$ cat src/common/dbg_ctl_defines.svh
`ifndef DBG_CTL_DEFINES_SVH
`define DBG_CTL_DEFINES_SVH

// Register byte offsets
`define OFF_CTRL      12'h000
`define OFF_STATUS    12'h004
`define OFF_PEND      12'h008
`define OFF_CMD       12'h00C
`define OFF_LINK      12'h010

// Control register fields
`define CTRL_RST_MASK     0
`define CTRL_HOT_EN       1
`define CTRL_RAM_INIT     2
`define CTRL_RESET        32'h0000_0000

// Command register fields (write one to act)
`define CMD_BREAK         0
`define CMD_STEP          1
`define CMD_RUN           2
`define CMD_DBG_RESET     3
`define CMD_SW_RESET      4
`define CMD_HOT_ATTACH    5
`define CMD_ATTACH        6

// Link select field position and codes
`define LINK_LSB          0
`define SEL_JTAG          2'h3
`define SEL_ONE_PIN       2'h2
`define SEL_FOUR_PIN      2'h1
`define LINK_RESET        2'h3

// Reset vector default
`define RESET_VECTOR      32'h0000_0000

// Pending flag positions
`define PEND_RESET        0
`define PEND_MASKABLE     1
`define PEND_FAST         2
`define PEND_FLOAT        3

`endif

$ cat src/common/dbg_ctl_pkg.sv
package dbg_ctl_pkg;
	// Core run state, Gray along run -> break -> step
	typedef enum logic [1:0] {
		ST_RUN   = 2'b00,
		ST_BREAK = 2'b01,
		ST_STEP  = 2'b11
	} core_state_e;
	typedef logic [1:0] link_sel_t;
endpackage

$ cat src/hdl/dbg_reset_irq_mask.sv
// How it works
// - Mask user resets during break or step
// - Debugger reset always applies
// - After debugger reset, all cores break
// - Masked resets pend, run when unmasked
// - Mask interrupts in break and step
// - Masked interrupts pend, serviced after unmask
// - Break entry wakes core from halt
// - Stepped halt breaks at next instruction
// - Stepped deep stop breaks at reset address
// - Program runs from reset vector on connect
// - Select field must match link, else error
// - Hot attach skips RAM init and pin mask
// - Hot attach allows RAM, break, reset only
// - Forced break restores full debug functions
// - Select codes 11 JTAG, 10 one-pin, 01 four-pin
//
// Added by the designer: the APB register port and the address map.
`timescale 1ns/1ps
`include "dbg_ctl_defines.svh"
`default_nettype none
module dbg_reset_irq_mask (
	input  wire logic                  CLK,
	input  wire logic                  RSTN,
	input  wire logic                  PSEL,
	input  wire logic                  PENABLE,
	input  wire logic                  PWRITE,
	input  wire logic [11:0]           PADDR,
	input  wire logic [31:0]           PWDATA,
	output logic [31:0]                PRDATA,
	output logic                       PREADY,
	output logic                       PSLVERR,
	input  wire logic                  USER_RESET_PIN,
	input  wire logic                  USER_SOFT_RESET,
	input  wire logic                  MASKABLE_USER_INTERRUPT,
	input  wire logic                  FAST_MASKABLE_INTERRUPT,
	input  wire logic                  FLOAT_EXCEPTION_INTERRUPT,
	input  wire logic                  HALT_EXEC,
	input  wire logic                  DEEP_STOP_EXEC,
	input  wire logic                  STEP_DONE,
	input  wire logic [31:0]           NEXT_PC,
	input  wire logic                  RESET_TAKEN,
	input  wire logic                  INT_TAKEN,
	input  wire dbg_ctl_pkg::link_sel_t LINK_IN_USE,
	output logic                       CORE_RESET,
	output logic                       CORE_BREAK,
	output logic                       CORE_HALT,
	output logic                       CORE_DEEP_STOP,
	output logic [31:0]                BREAK_PC,
	output logic                       BREAK_PC_LOAD,
	output logic                       INT_MASK,
	output logic [2:0]                 INT_REQ,
	output logic                       RAM_INIT_REQ,
	output logic                       PIN_MASK_EN,
	output logic                       CONNECT_ERROR,
	output logic                       LIMITED_MODE
);
	import dbg_ctl_pkg::*;

	core_state_e      state_reg;
	core_state_e      state_next;
	logic [31:0]      ctrl_reg;
	link_sel_t        sel_reg;
	logic [3:0]       pend_reg;
	logic [3:0]       pend_next;
	logic             hot_reg;
	logic             err_reg;
	logic             attached_reg;
	logic             halt_reg;
	logic             deep_reg;
	logic             rst_out_reg;
	logic [31:0]      bpc_reg;
	logic             bpc_ld_reg;
	logic [31:0]      prdata_reg;
	logic             pin_s1_reg;
	logic             pin_s2_reg;
	logic [2:0]       irq_s1_reg;
	logic [2:0]       irq_s2_reg;
	wire  [2:0]       irq_clr;
	wire  [2:0]       irq_lower;

	// APB decode
	wire        acc       = PSEL && PENABLE;
	wire        wr        = acc && PWRITE;
	wire        hit_ctrl  = PADDR == `OFF_CTRL;
	wire        hit_stat  = PADDR == `OFF_STATUS;
	wire        hit_pend  = PADDR == `OFF_PEND;
	wire        hit_cmd   = PADDR == `OFF_CMD;
	wire        hit_link  = PADDR == `OFF_LINK;
	wire        mapped    = hit_ctrl | hit_stat | hit_pend | hit_cmd
	                      | hit_link;
	wire        cmd_wr    = wr && hit_cmd;

	// Command strobes
	// Several set bits in one write act in the same cycle
	wire        c_break   = cmd_wr && PWDATA[`CMD_BREAK];
	wire        c_step    = cmd_wr && PWDATA[`CMD_STEP];
	wire        c_run     = cmd_wr && PWDATA[`CMD_RUN];
	wire        c_dreset  = cmd_wr && PWDATA[`CMD_DBG_RESET];
	wire        c_sreset  = cmd_wr && PWDATA[`CMD_SW_RESET];
	wire        c_hot     = cmd_wr && PWDATA[`CMD_HOT_ATTACH];
	wire        c_attach  = cmd_wr && PWDATA[`CMD_ATTACH];

	// In limited mode only break, reset and attach commands act
	// Step and run are ignored until a forced break restores them
	wire        full_fn   = !hot_reg;
	wire        step_ok   = c_step && full_fn;
	wire        run_ok    = c_run && full_fn;

	// Attach succeeds only when the select field matches the link
	// A failed attach leaves limited mode as it was
	wire        sel_ok    = sel_reg == LINK_IN_USE;
	wire        hot_ok    = c_hot && ctrl_reg[`CTRL_HOT_EN] && sel_ok;
	wire        link_err  = (c_hot || c_attach) && !sel_ok;
	wire        attach_ok = hot_ok || (c_attach && sel_ok);

	// Masking follows the core state
	// Breaks mask resets whatever the pin-mask bit says
	wire        stopped   = state_reg != ST_RUN;
	wire        rst_mask  = stopped;
	wire        user_rst  = pin_s2_reg || USER_SOFT_RESET;
	wire        rst_req   = user_rst || c_sreset;
	wire        rst_fire  = !rst_mask && (rst_req || pend_reg[`PEND_RESET]);

	// Stepped halt and deep stop become breaks
	// The core never sleeps inside a step
	wire        step_halt = state_reg == ST_STEP && HALT_EXEC;
	wire        step_deep = state_reg == ST_STEP && DEEP_STOP_EXEC;
	wire        step_end  = state_reg == ST_STEP && STEP_DONE;
	wire        to_break  = c_break || step_halt || step_deep || step_end;

	// Service retires one interrupt flag per taken pulse, lowest
	// first, so another waiting source keeps its own flag
	assign irq_lower[0] = 1'b0;
	genvar gi;
	for (gi = 0; gi < 3; gi = gi + 1) begin : g_irq
		if (gi > 0) begin : g_low
			assign irq_lower[gi] = irq_lower[gi-1] | pend_reg[gi];
		end
		assign irq_clr[gi] = INT_TAKEN && !stopped && pend_reg[gi+1]
		                   && !irq_lower[gi];
	end

	// Pending flags: set wins over clear
	always_comb begin
		pend_next = pend_reg;
		if (RESET_TAKEN && !rst_mask)
			pend_next[`PEND_RESET] = 1'b0;
		pend_next[3:1] = pend_next[3:1] & ~irq_clr;
		if (c_dreset)
			pend_next[`PEND_RESET] = 1'b0;
		if (rst_mask && rst_req)
			pend_next[`PEND_RESET] = 1'b1;
		pend_next[3:1] = pend_next[3:1] | irq_s2_reg;
	end

	// Core state transitions
	always_comb begin
		state_next = state_reg;
		case (state_reg)
		ST_RUN: begin
			if (to_break)
				state_next = ST_BREAK;
		end
		ST_BREAK: begin
			if (step_ok)
				state_next = ST_STEP;
			else if (run_ok)
				state_next = ST_RUN;
		end
		ST_STEP: begin
			if (to_break)
				state_next = ST_BREAK;
		end
		default: state_next = ST_BREAK;
		endcase
		if (c_dreset)
			state_next = ST_BREAK;
	end

	// Input synchronisers for pin-level sources
	// Only the second stage is read; the first may still settle
	always_ff @(posedge CLK) begin
		if (!RSTN) begin
			pin_s1_reg <= 1'b0;
			pin_s2_reg <= 1'b0;
			irq_s1_reg <= 3'h0;
			irq_s2_reg <= 3'h0;
		end else begin
			pin_s1_reg <= USER_RESET_PIN;
			pin_s2_reg <= pin_s1_reg;
			irq_s1_reg <= {FLOAT_EXCEPTION_INTERRUPT,
			               FAST_MASKABLE_INTERRUPT,
			               MASKABLE_USER_INTERRUPT};
			irq_s2_reg <= irq_s1_reg;
		end
	end

	// State and pending registers
	// Reset leaves the core running from its reset vector
	always_ff @(posedge CLK) begin
		if (!RSTN) begin
			state_reg <= ST_RUN;
			pend_reg  <= 4'h0;
		end else begin
			state_reg <= state_next;
			pend_reg  <= pend_next;
		end
	end

	// Reset output: debugger reset ignores the mask
	// A masked user reset waits in its flag and fires on resume
	always_ff @(posedge CLK) begin
		if (!RSTN)
			rst_out_reg <= 1'b0;
		else
			rst_out_reg <= c_dreset || rst_fire;
	end

	// Halt: a break always wakes the core, so leaving run wins
	wire        halt_set  = HALT_EXEC && state_reg == ST_RUN;
	wire        deep_set  = DEEP_STOP_EXEC && state_reg == ST_RUN;
	wire        leave_run = state_next != ST_RUN;
	always_ff @(posedge CLK) begin
		if (!RSTN)
			halt_reg <= 1'b0;
		else if (leave_run)
			halt_reg <= 1'b0;
		else if (halt_set)
			halt_reg <= 1'b1;
	end

	// Deep stop: a core reset ends it as well as a break
	always_ff @(posedge CLK) begin
		if (!RSTN)
			deep_reg <= 1'b0;
		else if (leave_run || rst_out_reg)
			deep_reg <= 1'b0;
		else if (deep_set)
			deep_reg <= 1'b1;
	end

	// Break address load for stepped halt and deep stop
	// Halt resumes at the next instruction, deep stop at reset
	always_ff @(posedge CLK) begin
		if (!RSTN) begin
			bpc_reg    <= 32'h0000_0000;
			bpc_ld_reg <= 1'b0;
		end else begin
			bpc_ld_reg <= step_halt || step_deep;
			if (step_deep)
				bpc_reg <= `RESET_VECTOR;
			else if (step_halt)
				bpc_reg <= NEXT_PC;
		end
	end

	// Control register and link select field
	always_ff @(posedge CLK) begin
		if (!RSTN) begin
			ctrl_reg <= `CTRL_RESET;
			sel_reg  <= `LINK_RESET;
		end else begin
			if (wr && hit_ctrl)
				ctrl_reg <= PWDATA;
			if (wr && hit_link)
				sel_reg <= PWDATA[`LINK_LSB +: 2];
		end
	end

	// Connection error: a mismatch sets it, a good attach clears it
	always_ff @(posedge CLK) begin
		if (!RSTN)
			err_reg <= 1'b0;
		else if (link_err)
			err_reg <= 1'b1;
		else if (attach_ok)
			err_reg <= 1'b0;
	end

	// Limited mode after hot attach; only a forced break ends it
	always_ff @(posedge CLK) begin
		if (!RSTN)
			hot_reg <= 1'b0;
		else if (hot_ok)
			hot_reg <= 1'b1;
		else if (c_break)
			hot_reg <= 1'b0;
	end

	// Attached flag stays up until the next device reset
	always_ff @(posedge CLK) begin
		if (!RSTN)
			attached_reg <= 1'b0;
		else if (attach_ok)
			attached_reg <= 1'b1;
	end

	// APB read data
	// Captured in setup so the word stands through the access cycle
	wire [31:0] rd_mux = hit_ctrl ? ctrl_reg
	                   : hit_stat ? {25'h0, attached_reg, hot_reg,
	                                 err_reg, halt_reg, deep_reg,
	                                 state_reg}
	                   : hit_pend ? {28'h0, pend_reg}
	                   : hit_link ? {30'h0, sel_reg}
	                   : 32'h0000_0000;
	always_ff @(posedge CLK) begin
		if (!RSTN)
			prdata_reg <= 32'h0000_0000;
		else if (PSEL && !PENABLE && !PWRITE)
			prdata_reg <= rd_mux;
	end

	// Bus answers in the access cycle with no wait
	// Unmapped offsets answer with an error and read as zero
	assign PREADY  = 1'b1;
	assign PSLVERR = acc && !mapped;
	assign PRDATA  = prdata_reg;

	// Outputs to the core
	// Requests wait in their flags while the core is stopped
	assign CORE_RESET     = rst_out_reg;
	assign CORE_BREAK     = stopped;
	assign CORE_HALT      = halt_reg;
	assign CORE_DEEP_STOP = deep_reg;
	assign BREAK_PC       = bpc_reg;
	assign BREAK_PC_LOAD  = bpc_ld_reg;
	assign INT_MASK       = stopped;
	assign INT_REQ        = stopped ? 3'b000 : pend_reg[3:1];
	// Hot attach blocks RAM init and pin masking
	assign RAM_INIT_REQ   = attached_reg && !hot_reg
	                      && ctrl_reg[`CTRL_RAM_INIT];
	assign PIN_MASK_EN    = ctrl_reg[`CTRL_RST_MASK] && !hot_reg;
	assign CONNECT_ERROR  = err_reg;
	assign LIMITED_MODE   = hot_reg;
endmodule
`default_nettype wire

$ cat config.mk
export PLATFORM = sky130hd
export DESIGN_NAME = dbg_reset_irq_mask
export DESIGN_NICKNAME = d
export VERILOG_FILES = /design/src/common/dbg_ctl_pkg.sv /design/src/hdl/dbg_reset_irq_mask.sv
export VERILOG_INCLUDE_DIRS = /design/src /design/src/common
export SDC_FILE = /design/constraint.sdc
export NUM_CORES = 1
export LEC_CHECK = 0
export BUFFER_PORTS_ARGS = -buffer_cell sky130_fd_sc_hd__buf_2
export CORE_ASPECT_RATIO = 1.5
export CORE_MARGIN = 1
export CORE_UTILIZATION = 35
export DETAILED_ROUTE_END_ITERATION = 8
export PLACE_DENSITY_LB_ADDON = 0.3
export RECOVER_POWER = 25
export SKIP_LAST_GASP = 1
export SLEW_MARGIN = 30
export SYNTH_ARGS = -nofsm -noshare
export SYNTH_HDL_FRONTEND = slang
export SYNTH_SLANG_ARGS = --single-unit
export TNS_END_PERCENT = 5
$ cat constraint.sdc
create_clock -name CLK -period 2.7 [get_ports CLK]
set_input_delay 0.54 -clock CLK [delete_from_list [all_inputs] [get_ports CLK]]
set_output_delay 0.54 -clock CLK [all_outputs]
set_load 0.01 [all_outputs]
==> results by group, run 1 <==
Place
  – Area of placed instances: about 5600 sq um
  – Routability cong.: 0.845
  – Post-Place Setup Slack: 358 ps
  – Post-detail-place hpwl: 9450 um
  – Buffers on Ports: 170

Global route
  – Total gr overflow: 0
  – Vias in the first global route: ~4200
  – Largest net degree at the start of global routing: 70
  – First-pass GRT wire length: between 20000 and 25000 um
  – Initial antenna violation count: 0
  – GRT Util Overall: 0.199

Final layout
  – Most frequent cells in the layout: 147 x nand2_1, 132 x buf_2, 119 x dfxtp_1
  – Commonest non-fill, non-tap cell in the layout: nand2_1
  – Design Area, Final: between 6000 and 7000 sq um
  – Nets: just over 800
  – P&R area growth vs syn: 32.9%
  – Layout cells sized above 1: 0.256
  – Antenna diodes: 0

Job
  – Maxcap violations: 0

Synth
  – Yosys top cell area share: 0.516
  – Post-Synthesis Net Count: approximately 650
  – Synthesized flop and latch total: between 100 and 150
  – Mapped Cells: between 500 and 600
  – EDFF count, synth: 0
  – Compound-cell area share of the yosys netlist: 0.168
  – Seq/Total Area, Yosys: 0.516
  – Count of different cell masters after synthesis: 48
  – Mux contribution to synthesized area: 0.0160
  – Top cells by area, synth: dfxtp_1 52%, nand2_1 12%, a21oi_1 8.7%
  – Synth Area per Inst: around 8.3 sq um
  – Post-Synth XOR/XNOR Area: 0.00379
  – Largest family of logic cells by synthesized area: simple AND/OR/NAND/NOR gates
  – Post-synthesis cell area: 4620 sq um
  – Largest area contributor in the netlist: dfxtp_1
  – Adder-cell share of the synthesized area: 0.0108
  – Top_reg_cell synth: dfxtp_1
  – Post-synthesis simple-gate area fraction: 0.241
  – Async set-or-reset flop fraction in the synthesized netlist: 0
  – Yosys Warn Count: 0

Setup path
  – CP arrival: 1670 ps
  – WS Path Type: primary input to output pin
  – Crit path required time: roughly 2200 ps
  – Startpoint types: primary input
  – Maximum fanout along the worst path: 4
  – Crit path capture type: output pin

Clock network
  – TritonCTS clock tree: built
  – Num CTS Buffers: 17
  – Clock transition at path regs: 50 ps
  – Setup bufs post-CTS: 0
  – # hold bufs at CTS: 0
  – CTS Buffer Depth: 2
  – Clk sinks: between 100 and 150
  – H-tree level count: 4
  – Clock latency on the worst-skew pair: 400 ps
  – Number of gates resized after cts: 0
  – Root buf cell: clkbuf_16

Floorplan
  – Core area: around 13000 sq um
  – Full die area: between 10000 and 15000 sq um
  – Ports: 172
  – Initial Util: 0.357
  – Die Wd: 95.8 um
  – Placement Rows: between 50 and 60
  – Die Y-Extent: 143 um

STA
  – Hold slack: 343 ps
  – Slew HR: 0.0873
  – Endpoints failing setup: 0
  – Fin crit share: 0.820
  – Fin worst setup slack: 485 ps
  – Clock skew: 6.57 ps
  – Worst-Margin Slew: 1370 ps
  – Minimum clock period: approximately 2200 ps
  – F_max: between 400 and 500 MHz
  – Hold Vio Cnt, Final: 0
  – Pins Over Slew Limit: 0
  – Setup_tns: 0 ps
  – Unrepaired setup endpoints after global routing: no

Routing
  – Post-route ant nets: 0
  – DRC: 0
  – Vias per inst: about 5.0
  – Initial DRC count: 161
  – Routed wire per std cell: between 10 and 15 um
  – 1st-pass router iterations: 5
  – Total wire length: 13000 um
  – Vias: approximately 4400

Power and ir drop
  – Maximum vdd drop: about 0.36 mV
  – PD cells: around 700 nW/um^2
  – Leakage power: 2.48 nW
  – Total power: 0.00431 W

Outcome
  – Status: complete, no violations

Worst hold path
  – Hold Path Class: primary input to flip-flop
final timing paths:
path | startpoint | to | slack, ps | cells past startpoint
max | PADDR[5] | PSLVERR | 490 | 5
min | USER_RESET_PIN | pin_s1_reg | 340 | 2
max reg2reg | state_reg[1] | pend_reg[3] | 980 | 6
min reg2reg | irq_s1_reg[1] | irq_s2_reg[1] | 430 | 1
cell type report:
cell class | count | area (sq um)
fillers | 1269 | 6820
flip-flops and latches | 119 | 2380
multi-input cells | 390 | 2040
repair buffers | 179 | 868
clock buffers | 20 | 447
well taps | 159 | 199
clock inverters | 12 | 175
inverters | 7 | 26.3
through the flow:
step                 util  cells
finish              0.474    886
global route        0.474    886
floorplan               -    555
CTS                 0.477    886
detailed placement  0.429    854
global placement    0.429    854
report_power, final:
part	total, W	internal [W]	switching (W)
registers	0.00177	0.00177	0.00000613
logic	0.000173	0.0000748	0.0000982
clock network	0.00237	0.00157	0.000799
total	0.00431	0.00341	0.000903
cell families after synthesis:
kind of cell,after synthesis
simple gates,246
compound gates,130
flops,119
buf+inv,46
mux,7
fa+ha+maj,4
xor+xnor,2
other cells,1
worst max-delay path: stages:
cell and delay, ps:
buf_2 100, nor3_1 410, nand2_1 200, o211a_1 280, buf_2 140
cell usage after synthesis, drive strengths merged, types with 3 or more instances:
master / number
nand4: 4
a21oi: 81
buf: 17
nand3: 18
nor2: 38
inv: 6
a22oi: 25
mux2: 3
nor3: 8
clkbuf: 22
and3: 3
o31ai: 5
ha: 4
and2: 13
nand2: 149
or3: 4
mux2i: 4
dfxtp: 119
o21ai: 5
a31oi: 3
routing by layer:
layer | vias up | global-route usage | part of all wire
met2 | 149 | 0.338 | 0.51
met1 | 2037 | 0.234 | 0.41
met4 | 0 | 0.0951 | 0.031
met5 | - | 0 | 0
li1 | 2200 | - | -
met3 | 32 | 0.0421 | 0.047
(Power assumes the default switching activity.)
==> inputs of run 2 (changes only) <==
Clock period 2.7 ns to 2.3 ns, I/O delays scaled along.
==> run 2 against run 1 <==
Net effect:
- routed wire length up 0.98%
- first-iteration DRC count is 0.62% lower
- count of clock-buffer cells in the layout grew 2
- core utilization rose by 0.53 points
- clock skew grew 5.3 ps
- clock power grew 16%
- sequential share of layout area shrank 0.43 points
- final cell count is 0.68% higher
- design area increased by 1.1%
- via count up 0.91%
- register-to-register slack got worse by 370 ps
- global-route usage shrank 0.25 points
- critical endpoint is now INT_REQ[2]
==> results by group, run 2 (synthesized netlist as in run 1, its figures left out) <==
Floorplan
  – Die Wd: 95.8 um (unchanged)
  – Initial Util: 0.357 (unchanged)
  – Placement Rows: 51 (unchanged)
  – Full die area: 13700 sq um (unchanged)
  – Die Y-Extent: 143 um (unchanged)
  – Core area: 13000 sq um (unchanged)
  – Ports: 172 (unchanged)

Global route
  – Largest net degree at the start of global routing: 41 (-41%)
  – Total gr overflow: 0 (unchanged)
  – Initial antenna violation count: 1 (+1)
  – First-pass GRT wire length: 20300 um (-2.4%)
  – GRT Util Overall: 0.196 (-0.00246)
  – Vias in the first global route: 4277 (+2.1%)

Place
  – DP Cell Count: 860 (+0.70%)
  – Post-detail-place hpwl: 9740 um (+3.1%)
  – Buffers on Ports: 170 (unchanged)
  – Routability cong.: 0.864 (+2.3%)

Power and ir drop
  – Maximum vdd drop: 0.378 mV (+6.1%)
  – PD cells: 814 nW/um^2 (+16%)
  – Leakage power: 2.52 nW (+1.6%)
  – Total power: 0.00505 W (+17%)

Final layout
  – Final core occ: 0.479 (+0.00531)
  – Post-Layout Cell Count: 892 (+0.68%)
  – Nets: 817 (+0.74%)
  – Multi-input gate area: 2040 sq um (-0.12%)
  – FF+latch area: 2380 sq um (unchanged)
  – Commonest non-fill, non-tap cell in the layout: nand2_1
  – P&R area growth vs syn: 34.4%
  – Layout cells sized above 1: 0.257 (+0.000985)
  – Fillers: 1298 (+2.3%)
  – Most frequent cells in the layout: 148 x nand2_1, 131 x buf_2, 119 x dfxtp_1

STA
  – Hold slack: 256 ps (-86.4 ps)
  – Fin crit share: 0.908
  – Unrepaired setup endpoints after global routing: no
  – Clock skew: 11.9 ps (+5.31 ps)
  – Endpoints failing setup: 0 (unchanged)
  – Pins Over Slew Limit: 0 (unchanged)
  – Minimum clock period: 2090 ps
  – Setup_tns: 0 ps (unchanged)
  – F_max: between 400 and 500 MHz
  – Slew HR: 0.443 (+0.355)
  – Worst-Margin Slew: 836 ps (-533 ps)
  – Hold Vio Cnt, Final: 0 (unchanged)

Routing
  – Routed wl met3: 631 um (+2.9%)
  – Vias: 4458 (+0.91%)
  – 1st-pass router iterations: 4 (-1)
  – Met2 wire len: 6800 um (+2.4%)
  – Total wire length: 13100 um (+0.98%)
  – Post-route ant nets: 0 (unchanged)
  – Initial DRC count: 160 (-0.62%)
  – DRC: 0 (unchanged)
  – Wl on met1: 5210 um (-2.4%)
  – Routed wire per std cell: 14.7 um (+0.30%)
  – Vias per inst: 5.00 (+0.23%)
  – Highest Signal Layer: met4

Setup path
  – Worst r2r dst: state_reg[0]
  – Reg2reg path depth: 7 (+1)
  – Reg2reg start: state_reg[1]
  – Maximum fanout along the worst path: 11 (+7)
  – Crit path capture type: output pin
  – WS Path Type: flip-flop to output pin
  – Crit path required time: 1840 ps (-320 ps)
  – Reg2reg setup slack: 610 ps (-370 ps)
  – CP arrival: 1630 ps (-40 ps)
  – Startpoint types: flip-flop

Clock network
  – # hold bufs at CTS: 0 (unchanged)
  – Root buf cell: clkbuf_16
  – Clock latency on the worst-skew pair: 410 ps (about the same)
  – H-tree level count: 4 (unchanged)
  – Clk sinks: 119 (unchanged)
  – Setup bufs post-CTS: 0 (unchanged)
  – CTS Buffer Depth: 2 (unchanged)
  – Num CTS Buffers: 17 (unchanged)
  – TritonCTS clock tree: built
  – Number of gates resized after cts: 0 (unchanged)
  – Clock transition at path regs: 50 ps (about the same)

Worst hold path
  – Worst Hold End: pin_s1_reg
  – Hold Path Class: primary input to flip-flop
  – Hold Path Depth: 2 (unchanged)
  – Hold_sp: USER_RESET_PIN

Job
  – Maxcap violations: 0 (unchanged)

Outcome
  – Status: complete, no violations
-- run 2: layout make-up --
| class | instances | share of cell area |
|---|---|---|
| Sequential cell | 119 | 0.384 |
| Multi-Input combinational cell | 390 | 0.328 |
| Timing Repair Buffer | 185 | 0.151 |
| Clock buffer | 22 | 0.0764 |
| Tap cell | 159 | 0.0321 |
| Clock inverter | 9 | 0.0238 |
| Inverter | 7 | 0.00423 |
| Antenna cell | 1 | 0.000403 |
-- run 2: through the flow --
step	setup WS, ps	cell area (sq um)
after global routing	113	6200
final	211	6200
after global placement	288	5630
after CTS	198	6250
after floorplan	494	4620
after detailed placement	196	5630
-- run 2: power by group --
part | leakage (nW) | internal, W | switching, W
Sequential | 0.961 | 0.00208 | 0.00000805
Clock | 0.306 | 0.00188 | 0.000874
Combinational | 1.25 | 0.0000898 | 0.000117
-- run 2: worst max-delay path by stage --
| stage | slack [ps] | end | startpoint | cells past startpoint |
|---|---|---|---|---|
| after floorplan | 490 | CORE_DEEP_STOP | PADDR[5] | 6 |
| after global placement | 290 | CORE_DEEP_STOP | PADDR[5] | 6 |
| after detailed placement | 200 | CORE_DEEP_STOP | PADDR[5] | 6 |
| after CTS | 200 | INT_REQ[0] | state_reg[1] | 4 |
| after global routing | 110 | INT_REQ[0] | state_reg[0] | 4 |
| final | 210 | INT_REQ[2] | state_reg[1] | 4 |
-- run 2: critical path, cell delays in order (launching register included) --
cell and delay [ps]:
dfxtp_1 430, inv_1 110, ha_1 330, and2_1 210
buf_2 140
-- run 2: metal layers --
| layer | GRT usage | vias up |
|---|---|---|
| met2 | 0.336 | 156 |
| met4 | 0.119 | 0 |
| met5 | 0 | - |
| met1 | 0.215 | 2062 |
| met3 | 0.0463 | 38 |
| li1 | - | 2202 |
==> inputs of run 3 (changes only) <==
Settings changed: ABC_AREA set to 1, PLACE_DENSITY set to 0.59, PLACE_DENSITY_LB_ADDON 0.3 to not set, SETUP_SLACK_MARGIN set to 0.02.
==> run 3 against run 2 <==
Net effect:
- combinational power increased by 26%
- final cell count rose by 7.5%
- first-iteration DRC count decreased by 22%
- critical endpoint is now PSLVERR
==> results by group, run 3 <==
Global route
  – First-pass GRT wire length: 20700 um (+2.2%)
  – Largest net degree at the start of global routing: 52 (+27%)
  – Initial antenna violation count: 0 (-1)
  – Vias in the first global route: 4502 (+5.3%)
  – Total gr overflow: 0 (unchanged)
  – GRT Util Overall: 0.183 (-0.0130)

Floorplan
  – Full die area: 14000 sq um (+2.5%)
  – Die Y-Extent: 144 um (+1.2%)
  – Die Wd: 97.0 um (+1.2%)
  – Core area: 13100 sq um (+0.99%)
  – Initial Util: 0.362 (+0.00551)
  – Placement Rows: 51 (unchanged)
  – Ports: 172 (unchanged)

Final layout
  – FF+latch area: 2380 sq um (unchanged)
  – P&R area growth vs syn: 31.4%
  – Layout cells sized above 1: 0.243 (-0.0143)
  – Multi-input gate area: 1950 sq um (-4.0%)
  – Most frequent cells in the layout: 177 x nand2_1, 135 x buf_2, 119 x dfxtp_1
  – Post-Layout Cell Count: 959 (+7.5%)
  – Antenna diodes: 0 (-1)
  – Nets: 884 (+8.2%)
  – Commonest non-fill, non-tap cell in the layout: nand2_1
  – Fillers: 1340 (+3.2%)

Power and ir drop
  – Maximum vdd drop: 0.450 mV (+19%)
  – PD cells: 777 nW/um^2 (-4.5%)
  – Leakage power: 2.71 nW (+7.5%)

Clock network
  – # hold bufs at CTS: 0 (unchanged)
  – Setup bufs post-CTS: 0 (unchanged)
  – CTS Buffer Depth: 2 (unchanged)
  – Root buf cell: clkbuf_16
  – Clock transition at path regs: 50 ps (about the same)
  – H-tree level count: 4 (unchanged)
  – Clk sinks: 119 (unchanged)
  – Clock latency on the worst-skew pair: 400 ps (about the same)
  – Num CTS Buffers: 17 (unchanged)
  – TritonCTS clock tree: built
  – Number of gates resized after cts: 0 (unchanged)

Setup path
  – Most Frequent Cell on Critical Path: buf_2
  – Crit path required time: 1840 ps (about the same)
  – WS Path Type: primary input to output pin
  – Reg2reg setup slack: 720 ps (+110 ps)
  – Top delay family on crit path: compound AO/OA/AOI/OAI gates
  – Maximum fanout along the worst path: 5 (-6)
  – Startpoint types: primary input
  – Crit path capture type: output pin
  – Number of buffers and inverters on the critical path: 4 (+2)
  – CP Cell Sequence: buf_2 > inv_2 > nand2_1 > nor2_4 > nand2_2 > clkinv_2 > a2111oi_0 > buf_2
  – CP max-delay cell: a2111oi_0
  – CP arrival: 1710 ps (+80 ps)
  – Worst path max stage delay: 570 ps (+140 ps)

Synth
  – Most instantiated cells after synthesis: 177 x nand2_1, 119 x dfxtp_1, 105 x a21oi_1, 48 x inv_1, 41 x nand3_1
  – Most used standard cell by instance count after synthesis: nand2_1
  – Synthesized flop and latch total: 119 (unchanged)
  – Mapped Cells: 626 (+13%)
  – Yosys Warn Count: 0 (unchanged)
  – Synth Area per Inst: 7.57 sq um (-9.1%)
  – Async set-or-reset flop fraction in the synthesized netlist: 0 (unchanged)
  – Seq/Total Area, Yosys: 0.503 (-0.0128)
  – Top_reg_cell synth: dfxtp_1
  – Top cells by area, synth: dfxtp_1 50%, nand2_1 14%, a21oi_1 11%
  – Count of different cell masters after synthesis: 33 (-31%)
  – Post-Synthesis Net Count: 723 (+11%)
  – EDFF count, synth: 0 (unchanged)
  – Yosys top cell area share: 0.503 (-0.0128)
  – Post-synthesis cell area: 4740 sq um (+2.5%)
  – Largest area contributor in the netlist: dfxtp_1

STA
  – Setup_tns: 0 ps (unchanged)
  – Endpoints failing setup: 0 (unchanged)
  – Pins Over Slew Limit: 0 (unchanged)
  – Slew HR: 0.289 (-0.153)
  – Worst-Margin Slew: 1070 ps (+230 ps)
  – Unrepaired setup endpoints after global routing: no
  – Minimum clock period: 2170 ps (+83.1 ps)
  – Hold Vio Cnt, Final: 0 (unchanged)
  – F_max: 460 MHz (-3.8%)
  – Fin crit share: 0.944 (+0.0361)
  – Clock skew: 5.15 ps (-6.73 ps)

Routing
  – Post-route ant nets: 0 (unchanged)
  – Vias per inst: 4.80 (-4.0%)
  – Total wire length: 12500 um (-4.7%)
  – Vias: 4603 (+3.3%)
  – Routed wire per std cell: 13.0 um (-11%)
  – DRC: 0 (unchanged)
  – 1st-pass router iterations: 4 (unchanged)
  – Initial DRC count: 125 (-22%)

Worst hold path
  – Hold Path Class: primary input to flip-flop

Place
  – Routability cong.: 0.843 (-2.5%)
  – Buffers on Ports: 170 (unchanged)
  – DP Cell Count: 927 (+7.8%)
  – Post-detail-place hpwl: 9040 um (-7.2%)

Outcome
  – Status: complete, no violations

Job
  – Maxcap violations: 0 (unchanged)
run 3: cell types whose count changed after synthesis, sizes merged, moves of 4 or more:
cell / before / now
inv: 6 / 53
nand2: 149 / 179
o21ai: 5 / 38
o31ai: 5 / 1
a21oi: 81 / 105
or3: 4 / 0
o211ai: 0 / 7
nand3: 18 / 42
nor2: 38 / 19
a22oi: 25 / 0
mux2i: 4 / 0
and2: 13 / 0
nor3: 8 / 3
run 3: area by class of cell:
type	count	area share
sequential	119	0.383
inverter	54	0.0332
clock buffer	20	0.0734
tap	159	0.0320
multi-input combinational	414	0.314
clock inverter	12	0.0167
timing repair buffer	181	0.148
run 3: stage by stage:
stage               cell area (sq um)  worst slack, ps   util  power (W)  hold WS [ps]
CTS                              6280              140  0.480    0.00491           228
global placement                 5720              245  0.437    0.00242           398
detailed placement               5720              144  0.437    0.00243           403
finish                           6220              128  0.476    0.00484           247
floorplan                        4740              339      -    0.00227           390
global route                     6220             57.3  0.476    0.00502           236
run 3: report_power, final:
| part | total, W | internal [W] | switching (W) |
|---|---|---|---|
| Combinational | 0.000260 | 0.000111 | 0.000149 |
| Clock | 0.00246 | 0.00153 | 0.000927 |
| Sequential | 0.00212 | 0.00210 | 0.0000179 |
run 3: final timing paths:
path / from / end / depth (start not counted)
worst max-delay path: PADDR[4] / PSLVERR / 8
worst min-delay path: MASKABLE_USER_INTERRUPT / irq_s1_reg[0] / 3
worst max register to register: state_reg[0] / BREAK_PC[0] / 5
worst min register to register: irq_s1_reg[1] / irq_s2_reg[1] / 2
run 3: logic make-up after synthesis:
| group | count (synthesis) | share of synthesized area |
|---|---|---|
| AO/OA/AOI/OAI | 155 | 0.171 |
| XOR/XNOR | 1 | 0.00185 |
| adder cells (fa/ha/maj) | 4 | 0.0106 |
| buffers and inverters | 93 | 0.0851 |
| flip-flops | 119 | 0.503 |
| other | 1 | 0.000792 |
| AND/OR/NAND/NOR | 253 | 0.227 |
run 3: per-layer routing:
| metal | global-route usage | vias to the layer above | wire length (um) |
|---|---|---|---|
| met3 | 0.0488 | 20 | 764 |
| met2 | 0.326 | 152 | 6190 |
| li1 | - | 2359 | - |
| met1 | 0.207 | 2072 | 5310 |
| met5 | 0 | - | 0 |
| met4 | 0.0754 | 0 | 236 |
run 3: worst register-to-register path, delay by kind of cell (launching register included):
family,cells,cell delay (ps)
buf+inv,1,500
flops,1,360
fa+ha+maj,1,250
simple gates,2,210
compound gates,1,180
